--- config.mk ---
export PLATFORM = sky130hd
export DESIGN_NAME = sds_status_events
export DESIGN_NICKNAME = d
export VERILOG_FILES = /design/src/logic/sds_pkg.sv /design/src/logic/sds_status_events.sv /design/src/logic/sds_sync.sv
export SDC_FILE = /design/constraint.sdc
export NUM_CORES = 1
export LEC_CHECK = 0
export BUFFER_PORTS_ARGS = -buffer_cell sky130_fd_sc_hd__buf_2
export CAP_MARGIN = 20
export CORE_MARGIN = 5
export CORE_UTILIZATION = 50
export DETAILED_ROUTE_END_ITERATION = 7
export GPL_TIMING_DRIVEN = 0
export PLACE_DENSITY = 0.84
export SYNTH_ARGS = -nofsm -noshare
export SYNTH_HDL_FRONTEND = slang
export SYNTH_SLANG_ARGS = --single-unit
--- constraint.sdc ---
create_clock -name CLK_I -period 3 [get_ports CLK_I]
set_input_delay 0.6 -clock CLK_I [delete_from_list [all_inputs] [get_ports CLK_I]]
set_output_delay 0.6 -clock CLK_I [all_outputs]
set_load 0.02 [all_outputs]
--- src/logic/sds_pkg.sv ---
// ============================================================
// Shared constants for the card host status and event block
package sds_pkg;

  // ============================================================
  // Timing
  localparam int CLK_PERIOD_NS   = 40;
  localparam int TICK_PERIOD_NS  = 1000000;
  localparam int TICK_CYCLES_DEF = (TICK_PERIOD_NS + CLK_PERIOD_NS - 1) / CLK_PERIOD_NS;
  localparam int SDCLK_HALF_DEF  = 2;

  // ============================================================
  // Data block geometry, 4-bit data bus
  localparam int BLOCK_BYTES       = 512;
  localparam int NIBBLES_PER_BLOCK = BLOCK_BYTES * 2;

  // ============================================================
  // Register byte offsets
  localparam logic [7:0] OFF_CTRL   = 8'h00;
  localparam logic [7:0] OFF_STA_A  = 8'h04;
  localparam logic [7:0] OFF_STA_B  = 8'h08;
  localparam logic [7:0] OFF_MASK_A = 8'h0C;
  localparam logic [7:0] OFF_MASK_B = 8'h10;
  localparam logic [7:0] OFF_SNAP_A = 8'h14;
  localparam logic [7:0] OFF_SNAP_B = 8'h18;
  localparam logic [7:0] OFF_BLKS   = 8'h1C;

  // ============================================================
  // Control register fields
  localparam int CTRL_START_BIT = 0;
  localparam int CTRL_MODE_BIT  = 1;
  localparam int CTRL_CDIRQ_BIT = 2;
  localparam int CTRL_TRAN_BIT  = 3;
  localparam int CTRL_TMO_LSB   = 8;
  localparam int CTRL_BLK_LSB   = 16;

  // ============================================================
  // Status register A and B fields
  localparam int A_PRESENT_BIT = 0;
  localparam int A_INSERT_BIT  = 1;
  localparam int A_REMOVE_BIT  = 2;
  localparam int A_RESP_BIT    = 3;
  localparam int B_DREQ_BIT    = 0;
  localparam int B_PERR_BIT    = 1;
  localparam int B_TMO_BIT     = 2;
  localparam int B_STOP_BIT    = 3;

  // ============================================================
  // Reset values
  localparam logic [7:0]  TMO_MS_RST = 8'h64;
  localparam logic [15:0] BLK_RST    = 16'h0000;
  localparam logic [3:0]  MASK_RST   = 4'h0;

  // Operation sequencer states
  typedef enum logic [1:0] {SDS_IDLE, SDS_RUN, SDS_STOP} sds_op_t;

endpackage

--- src/logic/sds_status_events.sv ---
`timescale 1ns/1ns
module sds_status_events
  import sds_pkg::*;
#(
  parameter int TICK_CYCLES = sds_pkg::TICK_CYCLES_DEF,
  parameter int SDCLK_HALF  = sds_pkg::SDCLK_HALF_DEF
) (
  input  wire logic        CLK_I,
  input  wire logic        RSTN_I,
  input  wire logic        HSEL_I,
  input  wire logic [31:0] HADDR_I,
  input  wire logic [1:0]  HTRANS_I,
  input  wire logic        HWRITE_I,
  input  wire logic [2:0]  HSIZE_I,
  input  wire logic [31:0] HWDATA_I,
  input  wire logic        HREADY_I,
  output logic      [31:0] HRDATA_O,
  output logic             HREADYOUT_O,
  output logic             HRESP_O,
  input  wire logic        CARD_DET_N_I,
  input  wire logic        RESP_DONE_I,
  input  wire logic        PROTO_ERR_I,
  input  wire logic        DATA_ACTIVE_I,
  output logic             SD_CLK_O,
  output logic             STOP_CMD_O,
  output logic             IRQ_O
);
  import sds_pkg::*;

  // ============================================================
  // Parameter checks
  if (TICK_CYCLES < 1 || TICK_CYCLES > 65535)
  begin : g_chk_tick
    $error("TICK_CYCLES out of range");
  end
  if (SDCLK_HALF < 1 || SDCLK_HALF > 255)
  begin : g_chk_half
    $error("SDCLK_HALF out of range");
  end

  localparam int NIB_W = $clog2(NIBBLES_PER_BLOCK);
  localparam logic [15:0]      TICK_LAST = 16'(TICK_CYCLES - 1);
  localparam logic [7:0]       HALF_LAST = 8'(SDCLK_HALF - 1);
  localparam logic [NIB_W-1:0] NIB_LAST  = NIB_W'(NIBBLES_PER_BLOCK - 1);

  // ============================================================
  // State
  sds_op_t          state_q,     state_d;
  logic             mode_irq_q,  mode_irq_d;
  logic             cd_irq_q,    cd_irq_d;
  logic             tran_q,      tran_d;
  logic [7:0]       tmo_ms_q,    tmo_ms_d;
  logic [15:0]      blk_req_q,   blk_req_d;
  logic [15:0]      blk_left_q,  blk_left_d;
  logic [3:1]       sta_a_q,     sta_a_d;
  logic [3:0]       sta_b_q,     sta_b_d;
  logic [3:0]       mask_a_q,    mask_a_d;
  logic [3:0]       mask_b_q,    mask_b_d;
  logic [3:0]       snap_a_q,    snap_a_d;
  logic [3:0]       snap_b_q,    snap_b_d;
  logic [7:0]       half_cnt_q,  half_cnt_d;
  logic             sd_clk_q,    sd_clk_d;
  logic [NIB_W-1:0] nib_cnt_q,   nib_cnt_d;
  logic             resp_seen_q, resp_seen_d;
  logic [15:0]      tick_cnt_q,  tick_cnt_d;
  logic [7:0]       ms_cnt_q,    ms_cnt_d;
  logic             stop_q,      stop_d;
  logic             irq_q,       irq_d;
  logic             cd_prev_q,   cd_prev_d;
  logic [31:0]      hrdata_q,    hrdata_d;
  logic             wr_pend_q,   wr_pend_d;
  logic [7:0]       wr_addr_q,   wr_addr_d;

  logic cd_s;
  logic present;
  logic running;
  logic tick;
  logic toggle;
  logic sd_rise;
  logic blk_evt;
  logic ins_evt;
  logic rem_evt;
  logic resp_evt;
  logic perr_evt;
  logic tmo_evt;
  logic err;
  logic start_wr;
  logic acc;
  logic [3:0] clr_a;
  logic [3:0] clr_b;
  logic [3:0] live_a;

  // ============================================================
  // Card detect pin synchroniser, no card during reset
  sds_sync #(
    .WIDTH   (1),
    .RST_VAL (1'b1)
  ) u_cd_sync (
    .clk_i   (CLK_I),
    .rstn_i  (RSTN_I),
    .async_i (CARD_DET_N_I),
    .sync_o  (cd_s)
  );

  // ============================================================
  // Next-state logic
  always_comb
  begin
    state_d     = state_q;
    mode_irq_d  = mode_irq_q;
    cd_irq_d    = cd_irq_q;
    tran_d      = tran_q;
    tmo_ms_d    = tmo_ms_q;
    blk_req_d   = blk_req_q;
    blk_left_d  = blk_left_q;
    mask_a_d    = mask_a_q;
    mask_b_d    = mask_b_q;
    snap_a_d    = snap_a_q;
    snap_b_d    = snap_b_q;
    resp_seen_d = resp_seen_q;
    ms_cnt_d    = ms_cnt_q;
    stop_d      = 1'b0;
    hrdata_d    = hrdata_q;
    cd_prev_d   = cd_s;
    clr_a       = 4'h0;
    clr_b       = 4'h0;
    start_wr    = 1'b0;

    // Free-running 1 ms tick
    tick       = (tick_cnt_q == TICK_LAST);
    tick_cnt_d = tick ? 16'h0000 : tick_cnt_q + 16'h0001;

    // Card clock divider, gated by the operation
    running  = (state_q != SDS_IDLE);
    toggle   = running && (half_cnt_q == HALF_LAST);
    sd_rise  = toggle && !sd_clk_q;
    if (running)
    begin
      half_cnt_d = toggle ? 8'h00 : half_cnt_q + 8'h01;
      sd_clk_d   = toggle ? !sd_clk_q : sd_clk_q;
    end
    else
    begin
      half_cnt_d = 8'h00;
      sd_clk_d   = 1'b0;
    end

    // Data nibble counter, one block per 512 bytes
    blk_evt   = 1'b0;
    nib_cnt_d = nib_cnt_q;
    if (running && DATA_ACTIVE_I && sd_rise)
    begin
      if (nib_cnt_q == NIB_LAST)
      begin
        nib_cnt_d = '0;
        blk_evt   = 1'b1;
      end
      else
      begin
        nib_cnt_d = nib_cnt_q + NIB_W'(1);
      end
    end

    // Card and protocol events
    present  = !cd_s;
    ins_evt  = cd_prev_q && !cd_s;
    rem_evt  = !cd_prev_q && cd_s;
    resp_evt = running && RESP_DONE_I;
    perr_evt = running && PROTO_ERR_I;
    tmo_evt  = running && tick && (tmo_ms_q != 8'h00)
               && (ms_cnt_q == tmo_ms_q - 8'h01);
    err      = perr_evt || tmo_evt;

    // Wait timer restarts on each card response and each completed data block
    if (!running || resp_evt || blk_evt || tmo_evt)
    begin
      ms_cnt_d = 8'h00;
    end
    else if (tick)
    begin
      ms_cnt_d = ms_cnt_q + 8'h01;
    end

    // Bus address phase
    acc       = HSEL_I && HTRANS_I[1] && HREADY_I;
    wr_pend_d = acc && HWRITE_I;
    wr_addr_d = acc ? HADDR_I[7:0] : wr_addr_q;
    live_a    = {sta_a_q, present};
    if (acc && !HWRITE_I)
    begin
      case (HADDR_I[7:0])
        OFF_CTRL:   hrdata_d = {blk_req_q, tmo_ms_q, 4'h0, tran_q, cd_irq_q,
                                mode_irq_q, running};
        OFF_STA_A:  hrdata_d = {28'h0000000, live_a};
        OFF_STA_B:  hrdata_d = {28'h0000000, sta_b_q};
        OFF_MASK_A: hrdata_d = {28'h0000000, mask_a_q};
        OFF_MASK_B: hrdata_d = {28'h0000000, mask_b_q};
        OFF_SNAP_A: hrdata_d = {28'h0000000, snap_a_q};
        OFF_SNAP_B: hrdata_d = {28'h0000000, snap_b_q};
        OFF_BLKS:   hrdata_d = {16'h0000, blk_left_q};
        default:    hrdata_d = 32'h00000000;
      endcase
    end

    // Bus data phase writes
    if (wr_pend_q)
    begin
      case (wr_addr_q)
        OFF_CTRL:
        begin
          mode_irq_d = HWDATA_I[CTRL_MODE_BIT];
          cd_irq_d   = HWDATA_I[CTRL_CDIRQ_BIT];
          tran_d     = HWDATA_I[CTRL_TRAN_BIT];
          tmo_ms_d   = HWDATA_I[CTRL_TMO_LSB +: 8];
          blk_req_d  = HWDATA_I[CTRL_BLK_LSB +: 16];
          start_wr   = HWDATA_I[CTRL_START_BIT];
        end
        OFF_STA_A:  clr_a    = HWDATA_I[3:0];
        OFF_STA_B:  clr_b    = HWDATA_I[3:0];
        OFF_MASK_A: mask_a_d = HWDATA_I[3:0];
        OFF_MASK_B: mask_b_d = HWDATA_I[3:0];
        default:    clr_a    = 4'h0;
      endcase
    end

    // Operation sequencer
    case (state_q)
      SDS_IDLE:
      begin
        if (start_wr)
        begin
          state_d     = SDS_RUN;
          resp_seen_d = 1'b0;
          blk_left_d  = blk_req_d;
          nib_cnt_d   = '0;
        end
      end
      SDS_RUN:
      begin
        if (blk_evt && blk_left_q != 16'h0000)
        begin
          blk_left_d = blk_left_q - 16'h0001;
        end
        if (resp_evt)
        begin
          resp_seen_d = 1'b1;
        end
        if (err)
        begin
          state_d = tran_q ? SDS_STOP : SDS_IDLE;
          stop_d  = tran_q;
        end
        else if (resp_seen_d && blk_left_d == 16'h0000)
        begin
          state_d = SDS_IDLE;
        end
      end
      SDS_STOP:
      begin
        // Stop response or a further fault ends the operation
        if (resp_evt || err)
        begin
          state_d = SDS_IDLE;
        end
      end
      default:
      begin
        state_d = SDS_IDLE;
      end
    endcase

    // Sticky flags, a set beats a clear in the same cycle
    sta_a_d = (sta_a_q & ~clr_a[3:1]) | {resp_evt, rem_evt, ins_evt};
    sta_b_d = (sta_b_q & ~clr_b) | {stop_d, tmo_evt, perr_evt, blk_evt};

    // Interrupt: card events need card detect irq, protocol needs irq mode
    irq_d = (cd_irq_q && |(sta_a_d[2:1] & mask_a_q[2:1]))
            || (mode_irq_q && sta_a_d[3] && mask_a_q[3])
            || (mode_irq_q && |(sta_b_d & mask_b_q));

    // Snapshot of status on each new interrupt while irq mode is set
    if (mode_irq_q && irq_d && !irq_q)
    begin
      snap_a_d = {sta_a_d, present};
      snap_b_d = sta_b_d;
    end
  end

  // ============================================================
  // Registers
  always_ff @(posedge CLK_I)
  begin
    if (!RSTN_I)
    begin
      state_q     <= SDS_IDLE;
      mode_irq_q  <= 1'b0;
      cd_irq_q    <= 1'b0;
      tran_q      <= 1'b0;
      tmo_ms_q    <= TMO_MS_RST;
      blk_req_q   <= BLK_RST;
      blk_left_q  <= BLK_RST;
      sta_a_q     <= 3'h0;
      sta_b_q     <= 4'h0;
      mask_a_q    <= MASK_RST;
      mask_b_q    <= MASK_RST;
      snap_a_q    <= 4'h0;
      snap_b_q    <= 4'h0;
      half_cnt_q  <= 8'h00;
      sd_clk_q    <= 1'b0;
      nib_cnt_q   <= '0;
      resp_seen_q <= 1'b0;
      tick_cnt_q  <= 16'h0000;
      ms_cnt_q    <= 8'h00;
      stop_q      <= 1'b0;
      irq_q       <= 1'b0;
      cd_prev_q   <= 1'b1;
      hrdata_q    <= 32'h00000000;
      wr_pend_q   <= 1'b0;
      wr_addr_q   <= 8'h00;
    end
    else
    begin
      state_q     <= state_d;
      mode_irq_q  <= mode_irq_d;
      cd_irq_q    <= cd_irq_d;
      tran_q      <= tran_d;
      tmo_ms_q    <= tmo_ms_d;
      blk_req_q   <= blk_req_d;
      blk_left_q  <= blk_left_d;
      sta_a_q     <= sta_a_d;
      sta_b_q     <= sta_b_d;
      mask_a_q    <= mask_a_d;
      mask_b_q    <= mask_b_d;
      snap_a_q    <= snap_a_d;
      snap_b_q    <= snap_b_d;
      half_cnt_q  <= half_cnt_d;
      sd_clk_q    <= sd_clk_d;
      nib_cnt_q   <= nib_cnt_d;
      resp_seen_q <= resp_seen_d;
      tick_cnt_q  <= tick_cnt_d;
      ms_cnt_q    <= ms_cnt_d;
      stop_q      <= stop_d;
      irq_q       <= irq_d;
      cd_prev_q   <= cd_prev_d;
      hrdata_q    <= hrdata_d;
      wr_pend_q   <= wr_pend_d;
      wr_addr_q   <= wr_addr_d;
    end
  end

  // ============================================================
  // Outputs from flops or tied constants; bus is zero-wait and always OKAY
  assign HRDATA_O    = hrdata_q;
  assign HREADYOUT_O = 1'b1;
  assign HRESP_O     = 1'b0;
  assign SD_CLK_O    = sd_clk_q;
  assign STOP_CMD_O  = stop_q;
  assign IRQ_O       = irq_q;

endmodule

--- src/logic/sds_sync.sv ---
`timescale 1ns/1ns
// ============================================================
// Two-flop synchroniser for levels from outside the clock domain
module sds_sync #(
  parameter int         WIDTH   = 1,
  parameter logic [0:0] RST_VAL = 1'b0
) (
  input  wire logic             clk_i,
  input  wire logic             rstn_i,
  input  wire logic [WIDTH-1:0] async_i,
  output logic      [WIDTH-1:0] sync_o
);

  logic [WIDTH-1:0] meta_q;
  logic [WIDTH-1:0] sync_q;

  // First stage feeds only the second
  always_ff @(posedge clk_i)
  begin
    if (!rstn_i)
    begin
      meta_q <= {WIDTH{RST_VAL}};
      sync_q <= {WIDTH{RST_VAL}};
    end
    else
    begin
      meta_q <= async_i;
      sync_q <= meta_q;
    end
  end

  assign sync_o = sync_q;

endmodule

### Yosys cells after proc, flatten, opt, wreduce, memory -nomap -nowiden

Cells that the tools add are included.

| operators by class | value |
|---|---|
| add/sub/neg operators | 6 |
| equal/unequal tests | 20 |
| muxes and demuxes | 31 |
| bitwise gates (word level) | 10 |
| reduce and logical (&&, ||, !) cells | 55 |

Operator list:

| cell | count |
|---|---|
| 32-bit case mux with 8 select lines | 1 |
| 16-bit 2-to-1 mux | 5 |
| 8-bit by 5-bit == test with 1-bit output, second input constant | 5 |
| 10-bit 2-to-1 mux | 4 |
| 8-bit by 4-bit == test with 1-bit output, second input constant | 4 |
| 16-bit case mux with 2 select lines | 1 |
| 1-bit logical AND | 23 |
| 16-bit by 1-bit adder with 16-bit output, second input constant | 1 |
| 8-bit by 1-bit adder with 8-bit output, second input constant | 2 |
| 16-bit by 15-bit == test with 1-bit output, second input constant | 1 |
| 8-bit by 3-bit == test with 1-bit output, second input constant | 2 |
| 16-bit logical NOT | 1 |
| 8-bit logical NOT | 2 |
| 4-bit 2-to-1 mux | 4 |
| 16-bit nonzero test | 1 |
| 16-bit by 1-bit subtractor with 16-bit output, second input constant | 1 |
| 10-bit by 1-bit adder with 10-bit output, second input constant | 1 |
| 10-bit == test, second input constant | 1 |
| 2-bit 2-to-1 mux | 5 |
| 2-bit AND reduction | 5 |
| 1-bit 2-to-1 mux | 9 |
| 4-bit AND | 2 |
| 8-bit by 1-bit == test with 1-bit output, second input constant | 1 |
| 8-bit == test | 1 |
| 23 further kinds | 39 |

| storage, ports and cells | value |
|---|---|
| register bits | 158 |
| logic and storage cells | 149 |

### Logic depth before layout (Yosys ltp)

Gate-level depths: netlist of the first run.

| logic depth | value |
|---|---|
| word-level depth | 14 |
| mapped depth | 12 |

### Modules after synthesis

From an unflattened synthesis of the first run, not the netlist that was laid out.

| unflattened totals | value |
|---|---|
| cells, all modules | 919 |
| area total of the unflattened synthesis | 7544.7 um^2 |

Modules (own cells, without submodules):

| module | times used | cells an instance | area an instance (um^2) | seq. area each (um^2) |
|---|---|---|---|---|
| sds_status_events | 1 | 915 | 7492.2 | 3123.0 |
| sds_sync | 1 | 4 | 52.6 | 40.0 |

### Worst setup path before layout of the first run

No wires, ideal clock.

| timing | value |
|---|---|
| path type | input -> register |
| start point | input HADDR_I[1] |
| end point | register hrdata_q[22] (netlist: HRDATA_O[22]) |
| library setup time | 70 ps |
| arrival | 2598 ps |
| required time | 2930 ps |
| slack | 332 ps |
| stages | 7 |
| buffers on the path | 2 |
| cell sequence | or4_1 > or3_1 > nor3_1 > buf_2 > buf_2 > nand3_1 > a21oi_1 |

| on the way | value |
|---|---|
| word-level cells in the longest chain between the ends | 2 |

Ends and longest elaborated chain:

| item | line | text |
|---|---|---|
| start: declaration | sds_status_events.sv:11 | `input wire logic [31:0] HADDR_I,` |
| 8-bit by 5-bit == test with 1-bit output (tied with other cells) | sds_status_events.sv:191 | `case (HADDR_I[7:0])` |
| 32-bit case mux with 8 select lines * | sds_status_events.sv:191 |  |
| end signal: assignment | sds_status_events.sv:345 | `hrdata_q <= hrdata_d;` |
| end: declaration | sds_status_events.sv:70 | `logic [31:0] hrdata_q, hrdata_d;` |

Every way passes the cells marked *; elsewhere a longest branch is shown, timed or not.
A chain may end at the register's enable or synchronous reset.

### Worst setup path after layout of the first run

| timing | value |
|---|---|
| start point | register state_q[0] |
| end point | register snap_a_q[2] |

| on the way | value |
|---|---|
| word-level cells in the longest chain between the ends | 14 |

Ends and longest elaborated chain:

| item | line | text |
|---|---|---|
| start: declaration | sds_status_events.sv:48 | `sds_op_t state_q, state_d;` |
| start signal: assignment | sds_status_events.sv:323 | `state_q <= state_d;` |
| 2-bit nonzero test | sds_status_events.sv:134 | `running = (state_q != SDS_IDLE);` |
| 1-bit logical AND (2 in series) | sds_status_events.sv:170 | `tmo_evt = running && tick && (tmo_ms_q != 8'h00)` |
| 1-bit logical AND | sds_status_events.sv:171 | `&& (ms_cnt_q == tmo_ms_q - 8'h01);` |
| 1-bit logical OR | sds_status_events.sv:172 | `err = perr_evt \|\| tmo_evt;` |
| 1-bit 2-to-1 mux | sds_status_events.sv:248 | `if (err)` |
| 1-bit 2-to-1 mux | sds_status_events.sv:227 | `case (state_q)` |
| 4-bit bitwise OR | sds_status_events.sv:274 | `sta_b_d = (sta_b_q & ~clr_b) \| {stop_d, tmo_evt, perr_evt, blk_evt};` |
| 4-bit AND | sds_status_events.sv:279 | `\|\| (mode_irq_q && \|(sta_b_d & mask_b_q));` |
| 4-bit OR reduction | sds_status_events.sv:279 |  |
| 1-bit logical AND | sds_status_events.sv:279 |  |
| 1-bit logical OR * | sds_status_events.sv:279 |  |
| 1-bit logical AND * (2 in series) | sds_status_events.sv:282 | `if (mode_irq_q && irq_d && !irq_q)` |
| end signal: assignment | sds_status_events.sv:334 | `snap_a_q <= snap_a_d;` |
| end: declaration | sds_status_events.sv:59 | `logic [3:0] snap_a_q, snap_a_d;` |

Marks and branches as above.

==> results of run 1 <==
layout make-up:
type | count | area, um2 | share of cell area
Inverter | 25 | 93.8 | 0.0106
Timing Repair Buffer | 81 | 410 | 0.0462
Sequential cell | 158 | 3170 | 0.356
Buffer | 52 | 241 | 0.0272
Multi-Input combinational cell | 676 | 4090 | 0.460
Tap cell | 184 | 230 | 0.0259
Clock inverter | 12 | 205 | 0.0231
Clock buffer | 20 | 457 | 0.0514
synth_stat cells (all sizes together), types with 4 or more instances:
| master | count | share of area |
|---|---|---|
| dfxtp | 158 | 0.42 |
| nand2 | 122 | 0.061 |
| nor2 | 104 | 0.052 |
| a21oi | 82 | 0.055 |
| nand3 | 56 | 0.037 |
| clkbuf | 39 | 0.020 |
| o21ai | 35 | 0.023 |
| xor2 | 30 | 0.035 |
| inv | 24 | 0.012 |
| mux2i | 23 | 0.031 |
| and3 | 17 | 0.014 |
| nor3 | 17 | 0.011 |
| and2 | 16 | 0.013 |
| xnor2 | 16 | 0.019 |
| buf | 15 | 0.013 |
| a22oi | 13 | 0.013 |
| nand4 | 13 | 0.011 |
| a211oi | 11 | 0.011 |
| a31oi | 8 | 0.0067 |
| ha | 8 | 0.013 |
| nand2b | 7 | 0.0058 |
| and4 | 6 | 0.0073 |
| or3 | 6 | 0.0050 |
| a21o | 5 | 0.0050 |
| nor3b | 5 | 0.0063 |
| nor4 | 5 | 0.0050 |
| mux2 | 4 | 0.0060 |
| nor2b | 4 | 0.0033 |
| nor4b | 4 | 0.0055 |
| o211ai | 4 | 0.0040 |
| or4 | 4 | 0.0045 |
through the flow:
stage	setup WS, ns	util	cells
6_report	0.145	0.607	1208
2_1_floorplan	0.332	-	913
5_1_grt	-0.0111	0.607	1208
3_3_place_gp	-0.244	0.554	1175
3_5_place_dp	-0.290	0.554	1175
4_1_cts	0.00610	0.601	1206
power by group:
part / switching (mW) / internal (mW)
Clock: 0.893 / 1.53
Combinational: 0.146 / 0.0729
Sequential: 0.0183 / 2.12
Total: 1.06 / 3.72
cells by family (layout without fill, tap and decap cells):
family,Yosys count,after routing,share of synthesized area
and+or+nand+nor,398,398,0.258
other,2,2,0.00100
adders and majority gates,8,8,0.0134
AOI/OAI and AO/OA,192,192,0.161
xor gates and xnor gates,46,46,0.0537
muxes,30,30,0.0457
DFF,158,158,0.422
buffers and inverters,79,190,0.0449
worst max path at each step:
stage	startpoint	to	slack [ns]	cells past startpoint
2_1_floorplan	HADDR_I[1]	HRDATA_O[22]	0.33	7
3_3_place_gp	HADDR_I[1]	HRDATA_O[27]	-0.24	8
3_5_place_dp	HADDR_I[1]	HRDATA_O[25]	-0.29	8
4_1_cts	tick_cnt_q[0]	snap_a_q[2]	0.006	9
5_1_grt	blk_left_q[2]	blk_left_q[10]	-0.01	6
6_report	state_q[0]	snap_a_q[2]	0.14	10
critical path, stage by stage, from the launching register on:
cell and delay (ns):
dfxtp_1 0.31, buf_4 0.15, or2_2 0.11, clkbuf_1 0.32
o211ai_1 0.21, a2111oi_4 0.38, nand4_1 0.29, o211a_4 0.36
a21o_1 0.19, buf_6 0.13, a211oi_1 0.28
registers in the layout, summed over array words and instances (netlist names), 2 cells and up:
name / cells
HRDATA_O: 32
blk_left_q: 16
blk_req_q: 16
tick_cnt_q: 16
nib_cnt_q: 10
half_cnt_q: 8
ms_cnt_q: 8
tmo_ms_q: 8
wr_addr_q: 8
mask_a_q: 4
mask_b_q: 4
snap_a_q: 4
snap_b_q: 4
sta_b_q: 4
sta_a_q: 3
state_q: 2
layer usage:
layer | routed length [um] | part of all wire | vias to the layer above
li1 | - | - | 3399
met1 | 8460 | 0.40 | 3283
met2 | 9810 | 0.47 | 353
met3 | 1790 | 0.085 | 74
met4 | 852 | 0.041 | 0
met5 | 0 | 0 | -
layout by cell type, fill, tap and decap left out, types with 17 or more instances in the layout:
cell type	instances
inv_1	24
clkbuf_16	17
mux2i_1	23
o21ai_0	35
nor2_1	103
and3_1	17
nand3_1	56
nand2_1	122
clkbuf_1	38
xor2_1	30
dfxtp_1	155
buf_2	85
a21oi_1	81
timing repair:
item | 4_1_cts | 5_1_grt
endpoints found under the setup margin | 22 | 26
cloned | 0 | 0
setup buffers | 0 | 2
endpoints found under the hold margin | 0 | 0
resized for setup | 4 | 16
pin swaps | 1 | 1
==> metrics.txt, run 1 <==
status=finished clean; worst-margin pin slew=about 1.2 ns; Register-to-Register Path Depth=10; initial core utilization=0.512; leakage=approximately 3.4 nW; reg2reg start=state_q[0]; via/cell ratio=approximately 6; GR Util met3=0.0657; VDD IR max=roughly 0.00074 V; Clock transition at path regs=around 0.06 ns; Cell variety after synth=74; Layout area overhead=18.6%; met1 Track Usage GR=0.285; worst setup path class=register to register; NumNets Final=around 1100; TNS Setup=0 ns; Avg WL per Cell=about 17 um; Mapped Cells=approximately 900; Clock Path Buffers=2; Max Cap Viol=0; EDFF count, synth=0; IO Count=around 120; Critical Path End Type=register; Post-DP HPWL=~15000 um; Max Slew Vio Count=0; r2r setup slk=0.14 ns; initial antenna violation count=0; core area=14600 um2; layout cell share with drive strength beyond 1=0.156; Iteration-0 DRC Markers=between 700 and 800; FF+latch count, synth=approximately 160; largest net degree at the start of global routing=17; Most used DFF post-synth=dfxtp_1; sequential share of the synthesized area=0.422; Fin. Hold Viols=0; worst skew pair latency=roughly 0.44 ns; vias in the first global route=6761; mean post-synth cell area=8.21 um2; area post-placement=between 8000 and 9000 um2; buffers added on ports=78; CTS root buf=clkbuf_16; Setup Viol. Count Final=0; Yosys warning count=0; Fin Hold WS=about 0.36 ns; total track usage=0.235; # H-tree levels=4; final wirelength=about 21000 um; CP Max Fanout=9; clk sinks=158; Final Cycle Share=0.952; chip width=~130 um; total gr overflow=0; Final Cell Area=a little under 9000 um2; clk_skew=roughly 0.0091 ns; worst hold start=CARD_DET_N_I; post-synthesis cell area=7500 um2; CTS Hold Bufs=0; die area=between 15000 and 20000 um2; TritonCTS clock tree=yes; relative slew slack=0.198; Antenna Nets Post-Route=0; Num CTS Buffers=17; Post-Syn Nets=999; Die Ht=about 130 um; hold crit path type=primary input to register; WP data required=3.33 ns; Crit Reg-Reg Endpoint=snap_a_q[2]; most used routing layer=met2; Hold Path Depth=2; DRC=0; fmax=roughly 350 MHz; M2 GR Usage=0.389; Tot Pwr=about 4.8 mW; ys async rst share=0; pwr/cell area=approximately 540 nW/um2; Ant. Diodes=0; gpl congestion=0.961; Final min period=between 2 and 3 ns; drt pass-1 iters=7; first-pass GRT wire length=33700 um; hold endpoint=u_cd_sync.meta_q; startpoint types=register; filler cell count=1253; arrival time worst endpoint=about 3.2 ns; via count=7109; row cnt=44
(Power assumes the default switching activity.)
==> run 2: changes to the inputs <==
CORE_ASPECT_RATIO = 2   (was not set)
==> run 2 against run 1 <==
Register-to-register slack got worse by 0.07 ns. Clock skew rose by 0.0052 ns. Highest routed layer unchanged. Core utilization fell by 1.2 points. Power fell by 6.0%. Fmax fell by 2.5%. Largest power group unchanged.
==> metrics.txt, run 2 (synthesized netlist as in run 1, its figures left out) <==
status=finished clean; core area=approximately 15000 um2; register area=between 3000 and 4000 um2; first-pass GRT wire length=about 36000 um; total track usage=0.263; arrival time worst endpoint=around 3.2 ns; Max Cap Viol=0; Post-Route M1 WL=7210 um; Clock Power Share=0.476; Non-Filler Instances=roughly 1200; sequential power share=0.475; Die Ht=183 um; CP Max Fanout=5; met3 WL=between 1500 and 2000 um; worst slack, placed=-0.318 ns; initial antenna violation count=0; Max Slew Vio Count=0; RSZ-0062 raised after global routing=true; filler cell count=between 1000 and 1500; DR top layer=met4; Post-DP HPWL=16700 um; gpl congestion=between 0.9 and 1; Clock transition at path regs=about 0.06 ns; commonest non-fill, non-tap cell in the layout=dfxtp_1; worst skew pair latency=between 0.4 and 0.5 ns; Gate power share=0.049; chip width=96.6 um; Iteration-0 DRC Markers=555; setup ws final=between 0.07 and 0.08 ns; Clock Path Buffers=2; relative slew slack=0.233; final wirelength=22500 um; Fin Hold WS=about 0.35 ns; TritonCTS clock tree=yes; multi-input logic area=roughly 4100 um2; startpoint types=register; Layout area overhead=17.5%; NumNets Final=1097; DR WL met2=11600 um; Largest register FFs=32; Final Cycle Share=0.976; Critical Path End Type=register; Final min period=a little under 3 ns; Num CTS Buffers=17; IO Count=roughly 120; NetSw=about 1.1 mW; CTS Hold Bufs=0; buffers added on ports=78; leakage=roughly 3.4 nW; Ant. Diodes=0; die area=between 15000 and 20000 um2; Pint=3.36 mW; most frequent cells in the layout=dfxtp_1, nand2_1, nor2_1, buf_2, a21oi_1; hold crit path type=primary input to register; vias in the first global route=around 7300; fmax=342 MHz; Cells after DPL=around 1200; Avg WL per Cell=18.4 um; CTS root buf=clkbuf_16; layout cell share with drive strength beyond 1=0.157; Switching Share=0.251; via count=roughly 7300; # H-tree levels=4; row cnt=63; DRC=0; VDD IR max=around 0.00042 V; initial core utilization=0.506; Setup Viol. Count Final=0; area post-placement=slightly above 8000 um2; via/cell ratio=roughly 6; worst setup path class=register to register; TNS Setup=0 ns; pwr/cell area=approximately 510 nW/um2; clk_skew=~0.014 ns; total gr overflow=0; WP data required=about 3.3 ns; Fin. Hold Viols=0; worst-margin pin slew=~1.1 ns; Final Cell Area=8810 um2; largest net degree at the start of global routing=17; Antenna Nets Post-Route=0; Tot Pwr=around 4.5 mW; clk sinks=about 160; Util after Layout=0.595; drt pass-1 iters=5
## run 2: cell types whose count changed in the layout (fill, tap and decap cells not counted), sizes merged
cell      change
inv           +5
bufinv        -4
clkinv        +2
clkbuf        -2
clkinvlp      -1
## run 2: repair_timing
item                                    in CTS  in global routing
resized for setup                            5                 14
endpoints found under the setup margin      23                 43
pin swaps                                    1                  1
setup buffers                                1                  1
## run 2: path summary, 6_finish.rpt
kind	from	endpoint	slack, ns	cells past startpoint
setup / recovery	nib_cnt_q[0]	state_q[0]	0.07	8
hold reg to reg	u_cd_sync.meta_q	u_cd_sync.sync_o	0.40	1
setup reg to reg	nib_cnt_q[0]	state_q[0]	0.07	8
hold / removal	CARD_DET_N_I	u_cd_sync.meta_q	0.35	2
## run 2: layout make-up
class | count | area share
inverters | 25 | 0.0107
repair buffers | 81 | 0.0466
flip-flops and latches | 158 | 0.359
clock buffers | 18 | 0.0487
well taps | 195 | 0.0277
multi-input cells | 676 | 0.463
clock inverters | 14 | 0.0168
plain buffers | 52 | 0.0271
## run 2: power groups by stage
stage / Sequential, mW / Clock, mW / Combinational, mW
global route: 2.13 / 2.26 / 0.235
CTS: 2.13 / 2.16 / 0.210
finish: 2.13 / 2.14 / 0.218
floorplan: 2.17 / 0 / 0.121
detailed placement: 2.18 / 0 / 0.208
global placement: 2.18 / 0 / 0.204
## run 2: critical path, stage by stage (launching register included)
cell and delay, ns:
dfxtp_1 0.41, ha_1 0.21, nand3_1 0.11, or4_1 0.74
a311oi_4 0.43, nand2_1 0.16, a2bb2oi_1 0.18, a211oi_1 0.40
a31oi_1 0.16
## run 2: routing by layer
metal,GRT usage,vias up
met4,0.205,0
met2,0.463,419
li1,-,3401
met5,0,-
met1,0.252,3329
met3,0.0640,161
